`src/regs_pkg.sv`:
```
package regs_pkg;

  // ==========================================================
  // Register indices; byte address is four times the index
  // ==========================================================
  localparam logic [7:0] IDX_RESERVED_A   = 8'h14;
  localparam logic [7:0] IDX_FREQ_GAIN    = 8'h15;
  localparam logic [7:0] IDX_CRC_BYTE3    = 8'h16;
  localparam logic [7:0] IDX_CRC_BYTE2    = 8'h17;
  localparam logic [7:0] IDX_CRC_BYTE1    = 8'h18;
  localparam logic [7:0] IDX_CRC_BYTE0    = 8'h19;
  localparam logic [7:0] IDX_SYNTH_DIV    = 8'h1A;
  localparam logic [7:0] IDX_TX_INTEGER   = 8'h1B;
  localparam logic [7:0] IDX_TX_FRAC_HIGH = 8'h1C;
  localparam logic [7:0] IDX_TX_FRAC_MID  = 8'h1D;
  localparam logic [7:0] IDX_TX_FRAC_LOW  = 8'h1E;
  localparam int         REG_COUNT        = 11;
  localparam int         SLOT_W           = 4;

  // ==========================================================
  // Reset values
  // ==========================================================
  localparam logic [7:0] RST_RESERVED_A   = 8'h00;
  localparam logic [7:0] RST_FREQ_GAIN    = 8'h81;
  localparam logic [7:0] RST_CRC_BYTE3    = 8'h00;
  localparam logic [7:0] RST_CRC_BYTE2    = 8'h00;
  localparam logic [7:0] RST_CRC_BYTE1    = 8'h1E;
  localparam logic [7:0] RST_CRC_BYTE0    = 8'hB2;
  localparam logic [7:0] RST_SYNTH_DIV    = 8'h01;
  localparam logic [7:0] RST_TX_INTEGER   = 8'h2A;
  localparam logic [7:0] RST_TX_FRAC_HIGH = 8'h05;
  localparam logic [7:0] RST_TX_FRAC_MID  = 8'hA0;
  localparam logic [7:0] RST_TX_FRAC_LOW  = 8'h00;

  // ==========================================================
  // Field positions
  // ==========================================================
  localparam int POS_CORRECT_EN  = 7;
  localparam int POS_DIV_SOURCE  = 6;
  localparam int POS_HALVING     = 4;

  // ==========================================================
  // Encodings
  // ==========================================================
  localparam logic [1:0] GAIN_HIGH_FIXED = 2'h0;
  localparam logic [1:0] GAIN_SWITCHING  = 2'h1;
  localparam logic [1:0] GAIN_LOW_FIXED  = 2'h2;
  localparam logic [1:0] DIV_NONE        = 2'h0;
  localparam logic [1:0] DIV_BY_SIX      = 2'h1;
  localparam logic [1:0] DIV_BY_TWO      = 2'h2;
  localparam logic [2:0] RATIO_ONE       = 3'h1;
  localparam logic [2:0] RATIO_TWO       = 3'h2;
  localparam logic [2:0] RATIO_SIX       = 3'h6;
  localparam logic [1:0] RESP_OKAY       = 2'h0;
  localparam logic [1:0] RESP_SLVERR     = 2'h2;

  // Read channel states
  typedef enum logic [1:0] {
    RD_IDLE = 2'b01,
    RD_RESP = 2'b10
  } rd_state_t;

  // Reset value of storage slot n (slot 0 is index 0x14)
  function automatic logic [7:0] slot_reset(input int n);
    case (n)
      1:       slot_reset = RST_FREQ_GAIN;
      2:       slot_reset = RST_CRC_BYTE3;
      3:       slot_reset = RST_CRC_BYTE2;
      4:       slot_reset = RST_CRC_BYTE1;
      5:       slot_reset = RST_CRC_BYTE0;
      6:       slot_reset = RST_SYNTH_DIV;
      7:       slot_reset = RST_TX_INTEGER;
      8:       slot_reset = RST_TX_FRAC_HIGH;
      9:       slot_reset = RST_TX_FRAC_MID;
      10:      slot_reset = RST_TX_FRAC_LOW;
      default: slot_reset = RST_RESERVED_A;
    endcase
  endfunction

endpackage

```
`src/reg_bus_if.sv`:
```
interface reg_bus_if;
  logic        wr_en;
  logic [3:0]  wr_slot;
  logic [7:0]  wr_data;
  logic        rd_en;
  logic [3:0]  rd_slot;
  logic [7:0]  rd_data;
  logic [87:0] image;

  modport ctrl (output wr_en, wr_slot, wr_data, rd_en, rd_slot, input rd_data, image);
  modport mem  (input wr_en, wr_slot, wr_data, rd_en, rd_slot, output rd_data, image);
endinterface

```
`src/afc_crc_pll_tx_freq_regs.sv`:
```
module afc_crc_pll_tx_freq_regs (
  // Clock and reset
  input  wire logic        i_clk,
  input  wire logic        i_reset_n,
  // AXI4-Lite write address
  input  wire logic [31:0] i_awaddr,
  input  wire logic [2:0]  i_awprot,
  input  wire logic        i_awvalid,
  output logic             o_awready,
  // AXI4-Lite write data
  input  wire logic [31:0] i_wdata,
  input  wire logic [3:0]  i_wstrb,
  input  wire logic        i_wvalid,
  output logic             o_wready,
  // AXI4-Lite write response
  output logic [1:0]       o_bresp,
  output logic             o_bvalid,
  input  wire logic        i_bready,
  // AXI4-Lite read address
  input  wire logic [31:0] i_araddr,
  input  wire logic [2:0]  i_arprot,
  input  wire logic        i_arvalid,
  output logic             o_arready,
  // AXI4-Lite read data
  output logic [31:0]      o_rdata,
  output logic [1:0]       o_rresp,
  output logic             o_rvalid,
  input  wire logic        i_rready,
  // Frequency correction and gain
  output logic             o_auto_freq_correct_enable,
  output logic [1:0]       o_gain_control_select,
  // CRC
  output logic [30:0]      o_crc_generator_coeffs,
  // Synthesizer
  output logic             o_div_source_select,
  output logic             o_second_synth_halving,
  output logic [1:0]       o_synth_output_divide,
  output logic [2:0]       o_synth_div_ratio,
  // Transmit frequency
  output logic [5:0]       o_tx_integer_count,
  output logic [19:0]      o_tx_fraction_count
);

  // ==========================================================
  // Reset release
  // ==========================================================
  logic rst_meta_reg;
  logic rst_n;

  // Async assert, synchronous release keeps all flops leaving reset together
  always_ff @(posedge i_clk or negedge i_reset_n) begin
    if (!i_reset_n) begin
      rst_meta_reg <= 1'b0;
      rst_n        <= 1'b0;
    end else begin
      rst_meta_reg <= 1'b1;
      rst_n        <= rst_meta_reg;
    end
  end

  // ==========================================================
  // Address decode
  // ==========================================================
  reg_bus_if bus ();

  // Maps a byte address to a storage slot; unmapped gives all ones
  function automatic logic [3:0] addr_slot(input logic [31:0] addr);
    logic [29:0] word;
    word = addr[31:2];
    if ((word >= 30'(regs_pkg::IDX_RESERVED_A)) && (word <= 30'(regs_pkg::IDX_TX_FRAC_LOW))) begin
      addr_slot = 4'(word - 30'(regs_pkg::IDX_RESERVED_A));
    end else begin
      addr_slot = 4'hF;
    end
  endfunction

  function automatic logic slot_mapped(input logic [3:0] slot);
    slot_mapped = (slot < 4'(regs_pkg::REG_COUNT));
  endfunction

  // ==========================================================
  // Write channel
  // ==========================================================
  logic        aw_have_reg;
  logic [31:0] aw_addr_reg;
  logic        w_have_reg;
  logic [7:0]  w_data_reg;
  logic        w_lane_reg;
  logic        aw_take;
  logic        w_take;
  logic        wr_fire;
  logic [31:0] wr_addr;
  logic [7:0]  wr_byte;
  logic        wr_lane;
  logic [3:0]  wr_slot;

  assign o_awready = !aw_have_reg && !o_bvalid;
  assign o_wready  = !w_have_reg && !o_bvalid;
  assign aw_take   = i_awvalid && o_awready;
  assign w_take    = i_wvalid && o_wready;

  // Address and data may arrive in either order or together
  assign wr_addr = aw_have_reg ? aw_addr_reg : i_awaddr;
  assign wr_byte = w_have_reg ? w_data_reg : i_wdata[7:0];
  assign wr_lane = w_have_reg ? w_lane_reg : i_wstrb[0];
  assign wr_slot = addr_slot(wr_addr);
  assign wr_fire = (aw_have_reg || aw_take) && (w_have_reg || w_take) && !o_bvalid;

  always_ff @(posedge i_clk or negedge rst_n) begin
    if (!rst_n) begin
      aw_have_reg <= 1'b0;
    end else if (wr_fire) begin
      aw_have_reg <= 1'b0;
    end else if (aw_take) begin
      aw_have_reg <= 1'b1;
    end
  end

  always_ff @(posedge i_clk or negedge rst_n) begin
    if (!rst_n) begin
      aw_addr_reg <= 32'h0000_0000;
    end else if (aw_take) begin
      aw_addr_reg <= i_awaddr;
    end
  end

  always_ff @(posedge i_clk or negedge rst_n) begin
    if (!rst_n) begin
      w_have_reg <= 1'b0;
    end else if (wr_fire) begin
      w_have_reg <= 1'b0;
    end else if (w_take) begin
      w_have_reg <= 1'b1;
    end
  end

  always_ff @(posedge i_clk or negedge rst_n) begin
    if (!rst_n) begin
      w_data_reg <= 8'h00;
      w_lane_reg <= 1'b0;
    end else if (w_take) begin
      w_data_reg <= i_wdata[7:0];
      w_lane_reg <= i_wstrb[0];
    end
  end

  always_ff @(posedge i_clk or negedge rst_n) begin
    if (!rst_n) begin
      o_bvalid <= 1'b0;
    end else if (wr_fire) begin
      o_bvalid <= 1'b1;
    end else if (i_bready) begin
      o_bvalid <= 1'b0;
    end
  end

  always_ff @(posedge i_clk or negedge rst_n) begin
    if (!rst_n) begin
      o_bresp <= regs_pkg::RESP_OKAY;
    end else if (wr_fire) begin
      o_bresp <= slot_mapped(wr_slot) ? regs_pkg::RESP_OKAY : regs_pkg::RESP_SLVERR;
    end
  end

  // byte lane zero carries the register, upper lanes are ignored
  assign bus.wr_en   = wr_fire && wr_lane && slot_mapped(wr_slot);
  assign bus.wr_slot = wr_slot;
  assign bus.wr_data = wr_byte;

  // ==========================================================
  // Read channel
  // ==========================================================
  regs_pkg::rd_state_t rd_state_reg;
  logic                ar_take;
  logic [3:0]          rd_slot;

  assign o_arready = (rd_state_reg == regs_pkg::RD_IDLE);
  assign ar_take   = i_arvalid && o_arready;
  assign rd_slot   = addr_slot(i_araddr);

  always_ff @(posedge i_clk or negedge rst_n) begin
    if (!rst_n) begin
      rd_state_reg <= regs_pkg::RD_IDLE;
    end else begin
      case (rd_state_reg)
        regs_pkg::RD_IDLE: begin
          if (ar_take) begin
            rd_state_reg <= regs_pkg::RD_RESP;
          end
        end
        regs_pkg::RD_RESP: begin
          if (i_rready) begin
            rd_state_reg <= regs_pkg::RD_IDLE;
          end
        end
        default: rd_state_reg <= regs_pkg::RD_IDLE;
      endcase
    end
  end

  always_ff @(posedge i_clk or negedge rst_n) begin
    if (!rst_n) begin
      o_rresp <= regs_pkg::RESP_OKAY;
    end else if (ar_take) begin
      o_rresp <= slot_mapped(rd_slot) ? regs_pkg::RESP_OKAY : regs_pkg::RESP_SLVERR;
    end
  end

  assign bus.rd_en   = ar_take;
  assign bus.rd_slot = rd_slot;
  assign o_rvalid    = (rd_state_reg == regs_pkg::RD_RESP);
  // Storage read register only changes on a new read, so data stand until rready
  assign o_rdata     = {24'h00_0000, bus.rd_data};

  // ==========================================================
  // Register storage
  // ==========================================================
  reg_storage u_storage (
    .i_clk   (i_clk),
    .i_rst_n (rst_n),
    .bus     (bus)
  );

  // ==========================================================
  // Field decode
  // ==========================================================
  function automatic logic [7:0] slot_byte(input logic [87:0] image, input logic [7:0] idx);
    slot_byte = image[8*(idx - regs_pkg::IDX_RESERVED_A) +: 8];
  endfunction

  logic [7:0]  freq_gain_byte;
  logic [7:0]  crc_byte3;
  logic [7:0]  crc_byte2;
  logic [7:0]  crc_byte1;
  logic [7:0]  crc_byte0;
  logic [7:0]  synth_div_byte;
  logic [7:0]  tx_integer_byte;
  logic [7:0]  tx_frac_high_byte;
  logic [7:0]  tx_frac_mid_byte;
  logic [7:0]  tx_frac_low_byte;
  logic [1:0]  gain_effective;
  logic [2:0]  ratio;
  logic [30:0] crc_coeffs_next;
  logic [5:0]  tx_integer_next;
  logic [19:0] tx_fraction_next;

  assign freq_gain_byte    = slot_byte(bus.image, regs_pkg::IDX_FREQ_GAIN);
  assign crc_byte3         = slot_byte(bus.image, regs_pkg::IDX_CRC_BYTE3);
  assign crc_byte2         = slot_byte(bus.image, regs_pkg::IDX_CRC_BYTE2);
  assign crc_byte1         = slot_byte(bus.image, regs_pkg::IDX_CRC_BYTE1);
  assign crc_byte0         = slot_byte(bus.image, regs_pkg::IDX_CRC_BYTE0);
  assign synth_div_byte    = slot_byte(bus.image, regs_pkg::IDX_SYNTH_DIV);
  assign tx_integer_byte   = slot_byte(bus.image, regs_pkg::IDX_TX_INTEGER);
  assign tx_frac_high_byte = slot_byte(bus.image, regs_pkg::IDX_TX_FRAC_HIGH);
  assign tx_frac_mid_byte  = slot_byte(bus.image, regs_pkg::IDX_TX_FRAC_MID);
  assign tx_frac_low_byte  = slot_byte(bus.image, regs_pkg::IDX_TX_FRAC_LOW);

  // ==========================================================
  // Field assembly
  // ==========================================================
  // polynomial assembly, top reserved bit dropped
  assign crc_coeffs_next  = {crc_byte3[6:0], crc_byte2, crc_byte1, crc_byte0};
  assign tx_integer_next  = tx_integer_byte[5:0];
  assign tx_fraction_next = {tx_frac_high_byte[3:0], tx_frac_mid_byte, tx_frac_low_byte};

  // Reserved gain code falls back to switching so the gain loop never sees it
  always_comb begin
    case (freq_gain_byte[1:0])
      regs_pkg::GAIN_HIGH_FIXED: gain_effective = regs_pkg::GAIN_HIGH_FIXED;
      regs_pkg::GAIN_SWITCHING:  gain_effective = regs_pkg::GAIN_SWITCHING;
      regs_pkg::GAIN_LOW_FIXED:  gain_effective = regs_pkg::GAIN_LOW_FIXED;
      default:                   gain_effective = regs_pkg::GAIN_SWITCHING;
    endcase
  end

  synth_div_select u_div_select (
    .i_config (synth_div_byte),
    .o_ratio  (ratio)
  );

  // ==========================================================
  // Registered outputs
  // ==========================================================
  always_ff @(posedge i_clk or negedge rst_n) begin
    if (!rst_n) begin
      o_auto_freq_correct_enable <= regs_pkg::RST_FREQ_GAIN[regs_pkg::POS_CORRECT_EN];
    end else begin
      o_auto_freq_correct_enable <= freq_gain_byte[regs_pkg::POS_CORRECT_EN];
    end
  end

  always_ff @(posedge i_clk or negedge rst_n) begin
    if (!rst_n) begin
      o_gain_control_select <= regs_pkg::RST_FREQ_GAIN[1:0];
    end else begin
      o_gain_control_select <= gain_effective;
    end
  end

  always_ff @(posedge i_clk or negedge rst_n) begin
    if (!rst_n) begin
      o_crc_generator_coeffs <= {regs_pkg::RST_CRC_BYTE3[6:0], regs_pkg::RST_CRC_BYTE2,
                                 regs_pkg::RST_CRC_BYTE1, regs_pkg::RST_CRC_BYTE0};
    end else begin
      o_crc_generator_coeffs <= crc_coeffs_next;
    end
  end

  always_ff @(posedge i_clk or negedge rst_n) begin
    if (!rst_n) begin
      o_div_source_select    <= regs_pkg::RST_SYNTH_DIV[regs_pkg::POS_DIV_SOURCE];
      o_second_synth_halving <= regs_pkg::RST_SYNTH_DIV[regs_pkg::POS_HALVING];
      o_synth_output_divide  <= regs_pkg::RST_SYNTH_DIV[1:0];
    end else begin
      o_div_source_select    <= synth_div_byte[regs_pkg::POS_DIV_SOURCE];
      o_second_synth_halving <= synth_div_byte[regs_pkg::POS_HALVING];
      o_synth_output_divide  <= synth_div_byte[1:0];
    end
  end

  always_ff @(posedge i_clk or negedge rst_n) begin
    if (!rst_n) begin
      o_synth_div_ratio <= regs_pkg::RATIO_SIX;
    end else begin
      o_synth_div_ratio <= ratio;
    end
  end

  // reset values give the default channel with divide by six
  always_ff @(posedge i_clk or negedge rst_n) begin
    if (!rst_n) begin
      o_tx_integer_count <= regs_pkg::RST_TX_INTEGER[5:0];
    end else begin
      o_tx_integer_count <= tx_integer_next;
    end
  end

  always_ff @(posedge i_clk or negedge rst_n) begin
    if (!rst_n) begin
      o_tx_fraction_count <= {regs_pkg::RST_TX_FRAC_HIGH[3:0], regs_pkg::RST_TX_FRAC_MID,
                              regs_pkg::RST_TX_FRAC_LOW};
    end else begin
      o_tx_fraction_count <= tx_fraction_next;
    end
  end

endmodule

```
`src/reg_storage.sv`:
```
module reg_storage (
  // Clock and reset
  input  wire logic i_clk,
  input  wire logic i_rst_n,
  // Access port
  reg_bus_if.mem    bus
);

  logic [7:0] slot_reg [regs_pkg::REG_COUNT];

  // ==========================================================
  // Storage
  // ==========================================================
  for (genvar n = 0; n < regs_pkg::REG_COUNT; n++) begin : g_slot
    always_ff @(posedge i_clk or negedge i_rst_n) begin
      if (!i_rst_n) begin
        slot_reg[n] <= regs_pkg::slot_reset(n);
      end else if (bus.wr_en && (bus.wr_slot == 4'(n))) begin
        slot_reg[n] <= bus.wr_data;
      end
    end
    assign bus.image[8*n +: 8] = slot_reg[n];
  end

  // Read data held until the next read
  always_ff @(posedge i_clk or negedge i_rst_n) begin
    if (!i_rst_n) begin
      bus.rd_data <= 8'h00;
    end else if (bus.rd_en) begin
      bus.rd_data <= (bus.rd_slot < 4'(regs_pkg::REG_COUNT)) ? slot_reg[bus.rd_slot] : 8'h00;
    end
  end

endmodule

```
`src/synth_div_select.sv`:
```
module synth_div_select (
  // Configuration byte
  input  wire logic [7:0] i_config,
  // Effective ratio
  output logic      [2:0] o_ratio
);

  logic [1:0] divide_field;

  assign divide_field = i_config[1:0];

  always_comb begin
    o_ratio = regs_pkg::RATIO_ONE;
    if (i_config[regs_pkg::POS_DIV_SOURCE]) begin
      o_ratio = i_config[regs_pkg::POS_HALVING] ? regs_pkg::RATIO_TWO : regs_pkg::RATIO_ONE;
    end else begin
      case (divide_field)
        regs_pkg::DIV_NONE:   o_ratio = regs_pkg::RATIO_ONE;
        regs_pkg::DIV_BY_SIX: o_ratio = regs_pkg::RATIO_SIX;
        regs_pkg::DIV_BY_TWO: o_ratio = regs_pkg::RATIO_TWO;
        default:              o_ratio = regs_pkg::RATIO_ONE;
      endcase
    end
  end

endmodule

```
`config.mk`:
```
export PLATFORM = sky130hd
export DESIGN_NAME = afc_crc_pll_tx_freq_regs
export DESIGN_NICKNAME = d
export VERILOG_FILES = /design/src/regs_pkg.sv /design/src/reg_bus_if.sv /design/src/afc_crc_pll_tx_freq_regs.sv /design/src/reg_storage.sv /design/src/synth_div_select.sv
export SDC_FILE = /design/constraint.sdc
export NUM_CORES = 1
export LEC_CHECK = 0
export BUFFER_PORTS_ARGS = -buffer_cell sky130_fd_sc_hd__buf_2
export CAP_MARGIN = 20
export CELL_PAD_IN_SITES_DETAIL_PLACEMENT = 1
export CELL_PAD_IN_SITES_GLOBAL_PLACEMENT = 1
export CORE_MARGIN = 8
export CORE_UTILIZATION = 35
export CTS_CLUSTER_DIAMETER = 200
export DETAILED_ROUTE_END_ITERATION = 6
export PLACE_DENSITY = 0.66
export SYNTH_ARGS = -nofsm -noshare
export SYNTH_HDL_FRONTEND = slang
export SYNTH_HIERARCHICAL = 1
export SYNTH_SLANG_ARGS = --single-unit
```
`constraint.sdc`:
```
create_clock -name i_clk -period 13.29 [get_ports i_clk]
set_input_delay 1.329 -clock i_clk [delete_from_list [all_inputs] [get_ports i_clk]]
set_output_delay 1.329 -clock i_clk [all_outputs]
set_load 0.02 [all_outputs]
```
==> results.py <==
metrics = {
    "power": {
        "power_frac_clock": 0.404,
        "internal_power_mw": 1.257,
        "ir_worst_vdd_uv": 92.07,
        "swShare": 0.2673,
        "combPwrFrac": 0.148,
        "p_leak_nw": 5.444,
        "seq_power_share": 0.449,
        "p_sw_uw": 458.7,
        "power_density_nw_per_um2": 159.8,
    },
    "die": {
        "rows": 58,
        "ioPinCount": 221,
        "die_w_um": 175.8,
        "initial_core_util": 0.3559,
        "core_um2": 25110,
        "dieArea_um2": 30900,
        "chipHeight_um": 175.8,
    },
    "layout": {
        "antenna_cells": 0,
        "syn_to_final_growth_pct": 20.13,
        "utilization": 0.4276,
        "num-nets-final": 888,
        "largest_reg_flops": 88,
        "drive_gt1_frac": 0.5076,
        "layout.cells.non_filler": 1116,
        "final_cell_area_um2": 10740,
    },
    "cts": {
        "clock_path_buffers": 3,
        "htreeDepth": 1,
        "post_cts_buffers": 0,
        "clock_sinks": 211,
        "cts-root-buf": "clkbuf_16",
        "cts_resized": 0,
        "cts_made_buffers": 24,
        "cts.clk_slew.worst_paths_ns": 0.06,
        "insertion_delay_ns": 0.53,
        "cts_tree": "built",
        "cts_hold_buf": 0,
    },
    "grt": {
        "track_usage": 0.1451,
        "overflow": 0,
        "grtUsageMet3": 0.04080,
        "antenna_found_initial": 1,
        "met1_usage": 0.1871,
        "grt_pass1_wl_mm": 35.65,
        "grt_max_degree": 80,
        "grt_pass1_vias": 6095,
        "use_met2": 0.2389,
        "top_usage_layer": "met2",
    },
    "sta": {
        "finalMaxSlewViolations": 0,
        "setup-tns-final_ns": 0,
        "fin_crit_ns": 4.359,
        "finClkSkew_ns": 0.02095,
        "max_freq_mhz": 229.4,
        "setup_viol_count_final": 0,
        "worst_slew_pin_slew_ns": 1.009,
        "timing.final.crit_share": 0.3280,
        "whs_ns": 0.3518,
        "hold_viol": 0,
        "rsz0062_at_grt": "false",
        "slew_headroom": 0.3232,
    },
    "route": {
        "postRouteAntennaNets": 0,
        "drt_wl_total_mm": 22.55,
        "drcViolationCount": 0,
        "drt_iter0_markers": 246,
        "via_per_inst": 4.885,
        "drt-wirelength-per-cell_um": 20.20,
        "drt-pass1-iter-count": 4,
        "vias": 5452,
    },
    "synthesis": {
        "synth_edf_count": 0,
        "synth_seq_cells": 211,
        "synth.area.top_cells": "dfrtp_1 48%, mux2_2 15%, dfstp_2 11%",
        "synth_cells": 612,
        "synth_top_area_frac": 0.4816,
        "post-synth-top-count-cell": "dfrtp_1",
        "avgSynthCellArea_um2": 14.60,
        "seq_area_frac_synth": 0.5962,
        "synth_top_area_cell": "dfrtp_1",
        "synth-main-ff-cell": "dfrtp_1",
        "synthesis.area_um2": 8937,
        "ys_types": 58,
        "synth_warnings": 6,
        "yosys-top-cells-count": "172 x dfrtp_1, 117 x mux2_2, 39 x dfstp_2",
        "async_reset_ff_frac": 1.000,
    },
    "worst_hold_path": {
        "min_path_type": "reg -> reg",
    },
    "worst_setup_path": {
        "arrival_ns": 4.75,
        "critical_path_class": "reg -> reg",
        "critPathLaunchType": "flip-flop",
        "cp_max_fo": 19,
        "crit_path_end_kind": "flip-flop",
        "worstPathRequired_ns": 13.69,
    },
    "place": {
        "dp_hpwl_mm": 15.68,
        "postPlaceCellArea_um2": 9902,
        "gp_congestion": 0.7027,
        "io_buffers": 157,
        "dp.cells": 1072,
    },
    "flow_run": {
        "cap_violations": 0,
    },
    "outcome": {
        "outcome": "finished, final reports clean",
    },
}
path summary, 6_finish.rpt:
path | end | slack, ns | start | cells after the start
setup / recovery | u_storage/bus.image[31] | 8.93 | aw_have_reg | 8
hold / removal | rst_n | 0.35 | rst_meta_reg | 0
setup reg to reg | u_storage/bus.image[31] | 8.93 | aw_have_reg | 8
hold reg to reg | rst_n | 0.35 | rst_meta_reg | 0
max in group asynchronous | o_bvalid | 10.47 | rst_n | 2
min in group asynchronous | u_storage/bus.image[22] | 0.41 | rst_n | 0
stage by stage:
| step | setup slack, ns | total power, mW |
|---|---|---|
| finish | 8.931 | 1.716 |
| global route | 8.604 | 1.801 |
| CTS | 8.884 | 1.746 |
| detailed placement | 8.452 | 1.041 |
| global placement | 8.477 | 1.030 |
| floorplan | 7.043 | 0.9650 |
power groups by stage:
stage	Clock (mW)	Combinational (mW)	Sequential, mW
after detailed placement	0	0.258	0.783
after floorplan	0	0.203	0.762
final	0.693	0.253	0.770
after global routing	0.741	0.278	0.782
after global placement	0	0.252	0.778
after CTS	0.714	0.260	0.772
area by class of cell:
class / count / area (µm²)
fillers: 2682 / 14370
repair buffers: 162 / 823.3
flip-flops and latches: 211 / 5333
inverters: 10 / 37.54
clock buffers: 33 / 664.4
multi-input cells: 359 / 3296
clock inverters: 11 / 170.2
well taps: 330 / 412.9
cell families after synthesis:
| group | count (synthesis) | synth area share |
|---|---|---|
| mux | 174 | 0.2327 |
| flops | 211 | 0.5962 |
| buf+inv | 67 | 0.04550 |
| simple gates | 104 | 0.07784 |
| other cells | 2 | 0.0008403 |
| compound gates | 47 | 0.03710 |
| fa+ha+maj | 7 | 0.009799 |
cells in the final DEF (no fill, tap or decap), types with 3 or more instances in the layout:
cell type and n:
o2bb2ai_1 8, bufinv_16 4, mux2_4 17, dfrtp_1 171
mux2_2 117, a21oi_1 8, inv_1 10, clkinv_2 5
buf_4 5, nor2_2 5, a221oi_1 8, nand2b_1 7
nor2_1 11, clkbuf_16 24, dfstp_2 39, and2b_1 3
nor4b_2 3, buf_2 157, ha_1 7, nand2_1 15
nand4_1 4, mux2_1 5, clkbuf_8 3, mux2i_1 27
conb_1 27, o21ai_0 8, nand3_1 6, nor2b_1 14
clkbuf_1 6, mux4_2 8, nor4_1 12
layer usage:
layer  share of wire  vias to the layer above
li1                -                     2448
met1            0.44                     2805
met2            0.47                      162
met3           0.064                       35
met4           0.019                        2
met5         0.00053                        -
worst max-delay path: stages, from the launching register on:
cell,delay (ns)
dfrtp_1,0.81
mux2_2,0.48
ha_1,0.21
a21boi_1,0.12
a222oi_1,0.66
and4_1,0.45
nor3b_2,0.33
nor2b_1,0.76
mux2_2,0.42
Note: power is estimated with default switching activity, not from simulation.
